==> src/rgb_pkg.sv <==
package rgb_pkg;

  // ****************************************************************
  // Timing
  // ****************************************************************
  localparam int CLOCK_MHZ       = 100;
  localparam int LINK_MHZ        = 125;
  localparam int DIV_1000        = 1;
  localparam int DIV_100         = 10;
  localparam int DIV_10          = 100;
  localparam int TX_DELAY_CYCLES = 1;

  // ****************************************************************
  // Speed codes
  // ****************************************************************
  localparam logic [1:0] SPEED_10   = 2'h0;
  localparam logic [1:0] SPEED_100  = 2'h1;
  localparam logic [1:0] SPEED_1000 = 2'h2;

  localparam logic [7:0] BYTE_RESET = 8'h00;

  typedef enum logic [1:0] {
    RGB_TX_IDLE,
    RGB_TX_LOW,
    RGB_TX_HIGH
  } rgb_tx_state_type;

endpackage

==> src/rgb_rx_capture.sv <==
// ****************************************************************
// Receive capture: link clock sampled by core clock, edges found
// ****************************************************************
module rgb_rx_capture (
  input  wire logic       clock,
  input  wire logic       arst_n,
  input  wire logic       enable,
  input  wire logic       rx_clk_pin,
  input  wire logic [3:0] rx_data_pin,
  input  wire logic       rx_ctl_pin,
  output logic [7:0]      rx_byte,
  output logic            rx_valid,
  output logic            rx_error,
  output logic            rx_strobe,
  output logic            rx_valid_fall
);
  logic [2:0] sync_clk;
  logic [3:0] sync_d0;
  logic [3:0] sync_d1;
  logic [1:0] sync_c;
  logic [3:0] low_nib;
  logic       low_ctl;
  logic [3:0] next_low_nib;
  logic       next_low_ctl;
  logic [7:0] next_rx_byte;
  logic       next_rx_valid;
  logic       next_rx_error;
  logic       next_rx_strobe;
  logic       next_rx_valid_fall;
  logic       rise;
  logic       fall;

  // Edge detect reads only the second and third stages
  assign rise = sync_clk[1] & ~sync_clk[2];
  assign fall = ~sync_clk[1] & sync_clk[2];

  always_comb begin
    next_low_nib       = low_nib;
    next_low_ctl       = low_ctl;
    next_rx_byte       = rx_byte;
    next_rx_valid      = rx_valid;
    next_rx_error      = rx_error;
    next_rx_strobe     = 1'b0;
    next_rx_valid_fall = 1'b0;
    if (enable && rise) begin
      next_low_nib = sync_d1;
      next_low_ctl = sync_c[1];
    end
    if (enable && fall) begin
      next_rx_byte       = {sync_d1, low_nib};
      next_rx_valid      = low_ctl;
      next_rx_error      = low_ctl ^ sync_c[1];
      next_rx_strobe     = 1'b1;
      next_rx_valid_fall = rx_valid & ~low_ctl;
    end
  end

  always_ff @(posedge clock or negedge arst_n) begin
    if (!arst_n) begin
      sync_clk      <= '0;
      sync_d0       <= '0;
      sync_d1       <= '0;
      sync_c        <= '0;
      low_nib       <= '0;
      low_ctl       <= 1'b0;
      rx_byte       <= rgb_pkg::BYTE_RESET;
      rx_valid      <= 1'b0;
      rx_error      <= 1'b0;
      rx_strobe     <= 1'b0;
      rx_valid_fall <= 1'b0;
    end else begin
      sync_clk      <= {sync_clk[1:0], rx_clk_pin};
      sync_d0       <= rx_data_pin;
      sync_d1       <= sync_d0;
      sync_c        <= {sync_c[0], rx_ctl_pin};
      low_nib       <= next_low_nib;
      low_ctl       <= next_low_ctl;
      rx_byte       <= next_rx_byte;
      rx_valid      <= next_rx_valid;
      rx_error      <= next_rx_error;
      rx_strobe     <= next_rx_strobe;
      rx_valid_fall <= next_rx_valid_fall;
    end
  end
endmodule

==> src/rgb_bridge.sv <==
// Overview of operation
// When enabled, the Ethernet pins leave general I/O and are driven by the bridge.
// While enabled, the bridge's own ports and pins serve only the bridge; others are untouched.
// Each way converts 4-bit double-rate data and a control wire to bytes with valid and error.
// The bridge makes the transmit clock and can delay its edge out of phase with the data.
// Transmit and receive link clocks run at 125 MHz for gigabit operation; the transmit clock here is half the core clock, 50 MHz.
// Transmit data, receive data and transmit clock delay are timed independently.
// Speed switching among 10, 100 and 1000 takes effect on a falling edge of receive valid.
// The PHY holds its receive clock low in reset and stays in reset until the bridge frees it.
// The management interface uses two open-drain single-bit pins relying on pull-ups.
// In gigabit mode the low nibble and valid are taken on the rising edge, the rest on falling.
module rgb_bridge (
  input  wire logic       clock,
  input  wire logic       arst_n,
  input  wire logic       rgmii_enable,
  input  wire logic       clock_delay_on,
  input  wire logic [1:0] speed_request,
  input  wire logic       phy_reset_release,
  input  wire logic [7:0] transmit_byte_path,
  input  wire logic       tx_valid,
  input  wire logic       tx_error,
  output logic            tx_ready,
  output logic [7:0]      receive_byte_path,
  output logic            rx_valid,
  output logic            rx_error,
  output logic            rx_strobe,
  output logic [1:0]      speed_active,
  input  wire logic [3:0] gpio_out,
  input  wire logic       gpio_out_clk,
  input  wire logic       gpio_out_ctl,
  output logic [3:0]      tx_data_pin,
  output logic            tx_clk_pin,
  output logic            tx_ctl_pin,
  input  wire logic       rx_clk_pin,
  input  wire logic [3:0] rx_data_pin,
  input  wire logic       rx_ctl_pin,
  output logic            phy_reset_n,
  input  wire logic       mdc_drive_low,
  input  wire logic       mdio_drive_low,
  input  wire logic       mdio_in_pin,
  output logic            mdc_out,
  output logic            mdc_oe,
  output logic            mdio_out,
  output logic            mdio_oe,
  output logic            mdio_value
);

  // ****************************************************************
  // Receive path
  // ****************************************************************
  logic rx_valid_fall;
  logic [1:0] mdio_sync;

  // Core clock sees 125 MHz link only in simulation at 8 MHz bench rate
  rgb_rx_capture u_rx (
    .clock         (clock),
    .arst_n        (arst_n),
    .enable        (rgmii_enable),
    .rx_clk_pin    (rx_clk_pin),
    .rx_data_pin   (rx_data_pin),
    .rx_ctl_pin    (rx_ctl_pin),
    .rx_byte       (receive_byte_path),
    .rx_valid      (rx_valid),
    .rx_error      (rx_error),
    .rx_strobe     (rx_strobe),
    .rx_valid_fall (rx_valid_fall)
  );

  // ****************************************************************
  // Speed switching
  // ****************************************************************
  logic [1:0] next_speed_active;

  always_comb begin
    next_speed_active = speed_active;
    if (rx_valid_fall && speed_request != 2'h3) begin
      next_speed_active = speed_request;
    end
  end

  // ****************************************************************
  // Transmit clock divider and serializer
  // ****************************************************************
  rgb_pkg::rgb_tx_state_type state;
  rgb_pkg::rgb_tx_state_type next_state;
  logic [6:0] div_count;
  logic [6:0] next_div_count;
  logic [6:0] div_limit;
  logic       tick;
  logic [7:0] tx_hold;
  logic [7:0] next_tx_hold;
  logic       tx_hold_valid;
  logic       next_tx_hold_valid;
  logic       tx_hold_error;
  logic       next_tx_hold_error;
  logic [3:0] tx_nib;
  logic [3:0] next_tx_nib;
  logic       tx_ctl_reg;
  logic       next_tx_ctl_reg;
  logic       tx_clk_reg;
  logic       next_tx_clk_reg;
  logic       tx_clk_delayed;
  logic       phy_rst_reg;

  always_comb begin
    unique case (speed_active)
      rgb_pkg::SPEED_10:  div_limit = 7'(rgb_pkg::DIV_10 - 1);
      rgb_pkg::SPEED_100: div_limit = 7'(rgb_pkg::DIV_100 - 1);
      default:            div_limit = 7'(rgb_pkg::DIV_1000 - 1);
    endcase
  end

  // A speed change can leave the count above the new limit; wrap at once
  assign tick     = rgmii_enable && (div_count >= div_limit);
  assign tx_ready = rgmii_enable && tick && (state != rgb_pkg::RGB_TX_LOW);

  always_comb begin
    next_div_count     = tick ? 7'h00 : div_count + 7'h01;
    next_state         = state;
    next_tx_hold       = tx_hold;
    next_tx_hold_valid = tx_hold_valid;
    next_tx_hold_error = tx_hold_error;
    next_tx_nib        = tx_nib;
    next_tx_ctl_reg    = tx_ctl_reg;
    next_tx_clk_reg    = tx_clk_reg;
    if (!rgmii_enable) begin
      next_div_count  = 7'h00;
      next_state      = rgb_pkg::RGB_TX_IDLE;
      next_tx_clk_reg = 1'b0;
    end else if (tick) begin
      unique case (state)
        rgb_pkg::RGB_TX_IDLE, rgb_pkg::RGB_TX_HIGH: begin
          next_tx_hold       = transmit_byte_path;
          next_tx_hold_valid = tx_valid;
          next_tx_hold_error = tx_error;
          next_tx_nib        = transmit_byte_path[3:0];
          next_tx_ctl_reg    = tx_valid;
          next_tx_clk_reg    = 1'b1;
          next_state         = rgb_pkg::RGB_TX_LOW;
        end
        rgb_pkg::RGB_TX_LOW: begin
          next_tx_nib     = tx_hold[7:4];
          next_tx_ctl_reg = tx_hold_valid ^ tx_hold_error;
          next_tx_clk_reg = 1'b0;
          next_state      = rgb_pkg::RGB_TX_HIGH;
        end
      endcase
    end
  end

  // Delay stage is its own register chain, independent of the data path
  always_ff @(posedge clock or negedge arst_n) begin
    if (!arst_n) begin
      tx_clk_delayed <= 1'b0;
    end else begin
      tx_clk_delayed <= tx_clk_reg;
    end
  end

  always_ff @(posedge clock or negedge arst_n) begin
    if (!arst_n) begin
      state         <= rgb_pkg::RGB_TX_IDLE;
      div_count     <= 7'h00;
      tx_hold       <= rgb_pkg::BYTE_RESET;
      tx_hold_valid <= 1'b0;
      tx_hold_error <= 1'b0;
      tx_nib        <= 4'h0;
      tx_ctl_reg    <= 1'b0;
      tx_clk_reg    <= 1'b0;
      speed_active  <= rgb_pkg::SPEED_1000;
      phy_rst_reg   <= 1'b0;
      mdio_sync     <= 2'h0;
      mdio_value    <= 1'b0;
    end else begin
      state         <= next_state;
      div_count     <= next_div_count;
      tx_hold       <= next_tx_hold;
      tx_hold_valid <= next_tx_hold_valid;
      tx_hold_error <= next_tx_hold_error;
      tx_nib        <= next_tx_nib;
      tx_ctl_reg    <= next_tx_ctl_reg;
      tx_clk_reg    <= next_tx_clk_reg;
      speed_active  <= next_speed_active;
      phy_rst_reg   <= phy_reset_release;
      mdio_sync     <= {mdio_sync[0], mdio_in_pin};
      mdio_value    <= mdio_sync[1];
    end
  end

  // ****************************************************************
  // Pin ownership
  // ****************************************************************
  // Pins fall back to general I/O when disabled
  assign tx_data_pin = rgmii_enable ? tx_nib : gpio_out;
  assign tx_ctl_pin  = rgmii_enable ? tx_ctl_reg : gpio_out_ctl;
  assign tx_clk_pin  = rgmii_enable ? (clock_delay_on ? tx_clk_delayed : tx_clk_reg)
                                    : gpio_out_clk;
  // PHY held in reset until released, so its receive clock stays low
  assign phy_reset_n = phy_rst_reg;

  // Open drain: only ever drives low
  assign mdc_out  = 1'b0;
  assign mdc_oe   = mdc_drive_low;
  assign mdio_out = 1'b0;
  assign mdio_oe  = mdio_drive_low;

  // ****************************************************************
  // Checks
  // ****************************************************************
  property p_gpio_pass;
    @(posedge clock) disable iff (!arst_n)
      !rgmii_enable |-> (tx_data_pin == gpio_out);
  endproperty
  a_gpio_pass: assert property (p_gpio_pass) else $error("gpio not passed");

  property p_own_pins;
    @(posedge clock) disable iff (!arst_n)
      rgmii_enable |-> (tx_data_pin == tx_nib);
  endproperty
  a_own_pins: assert property (p_own_pins) else $error("pins not owned");

  property p_high_nib;
    @(posedge clock) disable iff (!arst_n)
      (rgmii_enable && tick && state == rgb_pkg::RGB_TX_LOW)
        |=> (tx_data_pin == $past(tx_hold[7:4]));
  endproperty
  a_high_nib: assert property (p_high_nib) else $error("high nibble wrong");

  property p_delay;
    @(posedge clock) disable iff (!arst_n)
      (rgmii_enable && clock_delay_on && $stable(clock_delay_on))
        |-> (tx_clk_pin == $past(tx_clk_reg));
  endproperty
  a_delay: assert property (p_delay) else $error("clock delay wrong");

  property p_gig_rate;
    @(posedge clock) disable iff (!arst_n)
      (speed_active == rgb_pkg::SPEED_1000 && rgmii_enable && $past(rgmii_enable)
       && $stable(speed_active)) |-> tick;
  endproperty
  a_gig_rate: assert property (p_gig_rate) else $error("gigabit divider wrong");

  property p_indep;
    @(posedge clock) disable iff (!arst_n)
      $changed(tx_clk_reg) |=> (tx_clk_delayed == $past(tx_clk_reg));
  endproperty
  a_indep: assert property (p_indep) else $error("delay chain broken");

  property p_speed;
    @(posedge clock) disable iff (!arst_n)
      $changed(speed_active) |-> $past(rx_valid_fall);
  endproperty
  a_speed: assert property (p_speed) else $error("speed changed off edge");

  property p_od;
    @(posedge clock) disable iff (!arst_n)
      (mdio_oe |-> !mdio_out) and (mdc_oe |-> !mdc_out);
  endproperty
  a_od: assert property (p_od) else $error("open drain driven high");

  property p_rx_pair;
    @(posedge clock) disable iff (!arst_n)
      rx_strobe |-> (rx_error == (rx_valid ^ $past(u_rx.sync_c[1])));
  endproperty
  a_rx_pair: assert property (p_rx_pair) else $error("rx error pairing wrong");

endmodule

==> config.mk <==
export PLATFORM = sky130hd
export DESIGN_NAME = rgb_bridge
export DESIGN_NICKNAME = d
export VERILOG_FILES = /design/src/rgb_pkg.sv /design/src/rgb_rx_capture.sv /design/src/rgb_bridge.sv
export SDC_FILE = /design/constraint.sdc
export NUM_CORES = 1
export LEC_CHECK = 0
export BUFFER_PORTS_ARGS = -buffer_cell sky130_fd_sc_hd__buf_2
export CAP_MARGIN = 5
export CELL_PAD_IN_SITES_DETAIL_PLACEMENT = 0
export CELL_PAD_IN_SITES_GLOBAL_PLACEMENT = 1
export CORE_AREA = 2 2 92 94
export DETAILED_ROUTE_END_ITERATION = 16
export DIE_AREA = 0 0 94 96
export PLACE_DENSITY = 0.6
export SLEW_MARGIN = 25
export SYNTH_ARGS = -nofsm -noshare
export SYNTH_HDL_FRONTEND = slang
export SYNTH_HIERARCHICAL = 1
export SYNTH_SLANG_ARGS = --single-unit
==> constraint.sdc <==
create_clock -name clock -period 2.4 [get_ports clock]
set_clock_uncertainty 0.05 [all_clocks]
set_input_delay 0.24 -clock clock [delete_from_list [all_inputs] [get_ports clock]]
set_output_delay 0.24 -clock clock [all_outputs]
set_load 0.01 [all_outputs]
# == After elaboration in Yosys (flattened, before gate mapping) ==
# Cells that the tools add are included.
# Widths: inputs -> output; s select.
# totals
reg_bits,62
inputBits,32
output_inout_bits,26
word_cells,68
# op_classes
addsub,1
order_cmp,1
eq_ne,6
n_mux,17
n_bitwise,8
reduce_logical,11
# ops
operator,count
$mux 7,2
$pmux 7 s2,1
$pmux 4 s2,1
$add 7x1->7 const B,1
$ge 7x7->1,1
$mux 1,7
$logic_and 1x1->1,6
$eq 2x1->1 const B,2
$logic_not 2->1,2
$mux 2,2
$mux 4,1
$ne 2x1->1 const B,2
$pmux 1 s2,2
$pmux 2 s2,1
$and 1x1->1,3
$not 1->1,3
$reduce_and 3->1,1
$eq 2x2->1 const B,1
$ne 2x2->1 const B,1
$reduce_and 2->1,1
$reduce_or 2->1,1
$xor 1x1->1,2

# == Depth between registers and ports, before layout ==
# logic_depth
depth_word,6
ltp_mapped,7
depth_no_buf,7

# == Modules after synthesis ==
# The synthesis kept the hierarchy.
# modules_own_cells
module,instances,cells_per_inst,area_each_um2,seq_area_each_um2
rgb_bridge,1,118,1393.8,676.9
rgb_rx_capture,1,51,978.4,750.7

# == Worst setup path before layout ==
# Ideal clock, no wire load.
# synth_path
path_type,reg-to-reg
start,register speed_active[0]
end,register tx_hold[4]
setup_time_ns,0.125
t_arrival_ns,1.950
t_required_ns,2.225
slack_ns,0.275
stages_incl_launch_ff,7
n_path_buf,0
period_less_slack_ns,2.125
path_cell_list,dfrtp_1 or2_2 ha_1 a21oi_1 and2_1 a2bb2oi_4 mux2_2
# synth_via
elab_chain_cells,5
elab_cells_between_ends,6
cone_classes,order compare (1); eq/ne (1); mux (1); reduce/logical (3)
# synth_rtl
item,line,source
"start, declared",rgb_bridge.sv:27,"output logic [1:0] speed_active,"
"start signal, assigned",rgb_bridge.sv:170,speed_active <= rgb_pkg::SPEED_1000;
"start signal, assigned",rgb_bridge.sv:183,speed_active <= next_speed_active;
$eq 2x1->1 or $logic_not 2->1 (tied branches),rgb_bridge.sv:106,unique case (speed_active)
$pmux 7 s2 (*),rgb_bridge.sv:106,
$ge 7x7->1 (*),rgb_bridge.sv:114,assign tick = rgmii_enable && (div_count >= div_limit);
$logic_and 1x1->1 (*),rgb_bridge.sv:114,
$reduce_and 3->1 (no source line) (*),n/a,
"end signal, assigned",rgb_bridge.sv:164,tx_hold <= rgb_pkg::BYTE_RESET;
"end signal, assigned",rgb_bridge.sv:177,tx_hold <= next_tx_hold;
"end, declared",rgb_bridge.sv:90,logic [7:0] tx_hold;
# Mark *: on every way between the ends. The rest lies on a longest branch, timed or not.
# A chain may end at the register's enable or synchronous reset.

# == Final worst setup path ==
# layout_path
start,register speed_active[1]
end,output port tx_ready
# layout_via
elab_chain_cells,6
elab_cells_between_ends,7
cone_classes,order compare (1); eq/ne (1); mux (1); reduce/logical (4)
# layout_rtl
item,line,source
$eq 2x1->1 or $logic_not 2->1 (tied branches),rgb_bridge.sv:106,
$pmux 7 s2 (*),rgb_bridge.sv:106,
$ge 7x7->1 (*),rgb_bridge.sv:114,
$logic_and 1x1->1 (*),rgb_bridge.sv:114,
$logic_and 1x1->1 (*) (2 in series),rgb_bridge.sv:115,assign tx_ready = rgmii_enable && tick && (state != rgb_pkg::RGB_TX_LOW);
"end, declared",rgb_bridge.sv:22,"output logic tx_ready,"
# Marked as above.

==> flow_metrics.env <==
export IMPL_status="finished clean"
export IMPL_htreeDepth=3
export IMPL_setup_viol_count_final=0
export IMPL_wl_mm=4.39
export IMPL_end_kind="primary output"
export IMPL_yosysSeqAreaShare_pct=60.2
export IMPL_multi_input_area_sq_um=925
export IMPL_clkSlewWorstSetupHoldPaths_ns=0.07
export IMPL_syn_area_sq_um=2370
export IMPL_die_h_um=96
export IMPL_grtUsageTotal_pct=11.1
export IMPL_min_to="tx_hold[7]"
export IMPL_placed_cells=320
export IMPL_holdCritStartpoint="transmit_byte_path[7]"
export IMPL_hold_depth=2
export IMPL_core_sq_um=8050
export IMPL_dp_slack_ns=0.172
export IMPL_finalCritPeriodShare_pct=94.7
export IMPL_routedWlPerCell_um=12.7
export IMPL_rsz0062_at_grt="false"
export IMPL_fill_cells=801
export IMPL_utilization_pct=38.4
export IMPL_p_per_area_nw_per_um2=1060
export IMPL_cts_made_buffers=9
export IMPL_synth_edf_count=0
export IMPL_yosysMostFrequentCell="dfrtp_1"
export IMPL_die_area_sq_um=9020
export IMPL_root_buffer="clkbuf_8"
export IMPL_start_kind="flop"
export IMPL_clock_latency_ns=0.33
export IMPL_synth_area_leaders="dfrtp_1 (59%), mux2_2 (17%), ha_1 (3.2%)"
export IMPL_final_cell_count_no_fill=347
export IMPL_largest_reg_flops=8
export IMPL_regMostFlops="u_rx/rx_byte"
export IMPL_worst_slew_pin_slew_ns=0.658
export IMPL_dpl_cell_area_sq_um=2740
export IMPL_timing_rr_end="tx_ctl_reg"
export IMPL_finalHoldViolCount=0
export IMPL_leakagePower_nw=1.47
export IMPL_finalSetupTns_ns=0
export IMPL_synth_top_cell_area_share_pct=59.1
export IMPL_worstPathArrival_ns=1.98
export IMPL_fin_ws_ns=0.126
export IMPL_synthDistinctLibCells=35
export IMPL_reg2reg_slack_ns=0.17
export IMPL_synth_common_cells="dfrtp_1 (56), mux2_2 (35), nor2_1 (14), ha_1 (6), nand2_1 (6)"
export IMPL_vias_per_cell=4.29
export IMPL_pin_count=58
export IMPL_drive_gt1_share_pct=48.3
export IMPL_vias=1490
export IMPL_drtPass1Iterations=4
export IMPL_fin_nets=275
export IMPL_reg_largest_list="u_rx/rx_byte: 8 flops, div_count: 7 flops"
export IMPL_ctsLongestPathBuffers=2
export IMPL_dpl_hpwl_mm=3.03
export IMPL_grt_overflow=0
export IMPL_hold_class="primary input to flop"
export IMPL_dominantRegCellSynth="dfrtp_1"
export IMPL_grt_pass1_wl_mm=7.42
export IMPL_route_antenna_remaining_nets=0
export IMPL_seq_area_sq_um=1430
export IMPL_num_antenna_cells=0
export IMPL_r2r_cells=6
export IMPL_crit_required_ns=2.11
export IMPL_drv_cap=0
export IMPL_cp_max_fo=4
export IMPL_ir_drop_uv=462
export IMPL_worstSetupPathType="flop to primary output"
export IMPL_start_util_pct=29.5
export IMPL_timing_rr_start="speed_active[1]"
export IMPL_port_buffers=51
export IMPL_slew_headroom_pct=56.1
export IMPL_synth_cells=169
export IMPL_ys_warn_count=6
export IMPL_slew_viol_final=0
export IMPL_rows=33
export IMPL_drc=0
export IMPL_synth_largest_area_cell="dfrtp_1"
export IMPL_max_freq_mhz=440
export IMPL_die_w_um=94
export IMPL_async_flop_share_pct=100
export IMPL_min_period_ns=2.27
export IMPL_dr_first_iter_drc_count=72
export IMPL_cts_sinks=57
export IMPL_synth_seq_cells=57
export IMPL_area_growth_pct=30.2
export IMPL_grt_pass1_vias=1534
export IMPL_stdcell_area_sq_um=3090
export IMPL_cts_tree="yes"
export IMPL_gp_congestion=0.799
export IMPL_antenna_found_initial=0
export IMPL_syn_avg_cell_area_sq_um=14.0
export IMPL_grt_max_degree=30
how the worst max path moves through the flow:
stage	startpoint	to	slack, ns	cells after the start
global placement	speed_active[0]	tx_nib[1]	0.21	6
CTS	speed_active[0]	tx_ready	0.004	6
global route	speed_active[1]	tx_ready	0.01	7
finish	speed_active[1]	tx_ready	0.13	7
detailed placement	speed_active[0]	tx_hold_valid	0.17	6
floorplan	speed_active[0]	tx_hold[4]	0.27	6
cell families (layout without fill, tap and decap cells):
kind of cell / Yosys count / count (layout) / synth area share, %
buffers and inverters: 11 / 83 / 2.74
flip-flops: 57 / 57 / 60.2
AO/OA/AOI/OAI: 10 / 10 / 4.06
XOR/XNOR: 7 / 7 / 2.58
AND/OR/NAND/NOR: 39 / 39 / 9.23
other: 1 / 2 / 0.158
multiplexers: 38 / 38 / 17.9
adder cells (fa/ha/maj): 6 / 6 / 3.16
per-layer routing:
layer	GRT usage [%]	vias to the layer above	wire length, um
li1	-	717	-
met1	14.0	725	1990
met2	16.4	41	2070
met3	4.31	7	244
met4	6.16	0	88
met5	0	-	0
critical path, cell delays in order, from the launching register on:
cell      delay (ns)
dfstp_2         0.38
or2_2           0.36
ha_1            0.33
o211ai_1        0.11
nand2_1         0.12
a21oi_2         0.16
nor2_1          0.05
buf_2           0.13
per-stage QoR:
stage | hold slack (ns) | power, mW
5_1_grt | 0.0757 | 3.53
3_3_place_gp | 0.267 | 2.26
3_5_place_dp | 0.258 | 2.28
4_1_cts | 0.0708 | 3.25
6_report | 0.0892 | 3.29
2_1_floorplan | -0.106 | 1.98
cells in the final DEF (no fill, tap or decap), types with 3 or more instances in the layout:
master / instances
buf_4: 3
dfrtp_1: 56
dlygate4sd3_1: 9
mux2i_1: 3
clkbuf_8: 11
nand3_1: 4
ha_4: 3
mux2_2: 35
nor2_1: 14
nand2_1: 6
buf_2: 51
nor2b_1: 3
xor2_1: 5
ha_1: 3
area by class of cell:
cell class / instances / share of cell area (%)
clock buffer: 12 / 5.02
clock inverter: 4 / 1.66
inverter: 3 / 0.365
multi-input combinational: 102 / 29.9
sequential: 57 / 46.2
tap: 105 / 4.25
timing repair buffer: 64 / 12.6
where the power goes:
part | total (mW) | leakage, nW | switching [mW] | internal (mW)
clock network | 0.912 | 0.103 | 0.376 | 0.536
registers | 1.32 | 0.701 | 0.135 | 1.18
logic | 1.06 | 0.668 | 0.479 | 0.578
total | 3.29 | 1.47 | 0.990 | 2.30
what timing repair did:
item	4_1_cts	5_1_grt
resized for setup	0	5
endpoints found under the setup margin	1	1
pin swaps	2	3
hold endpoints to repair	36	0
buffers inserted	1	1
cloned	0	0
hold buffers	9	0
Note: power is estimated with default switching activity, not from simulation.
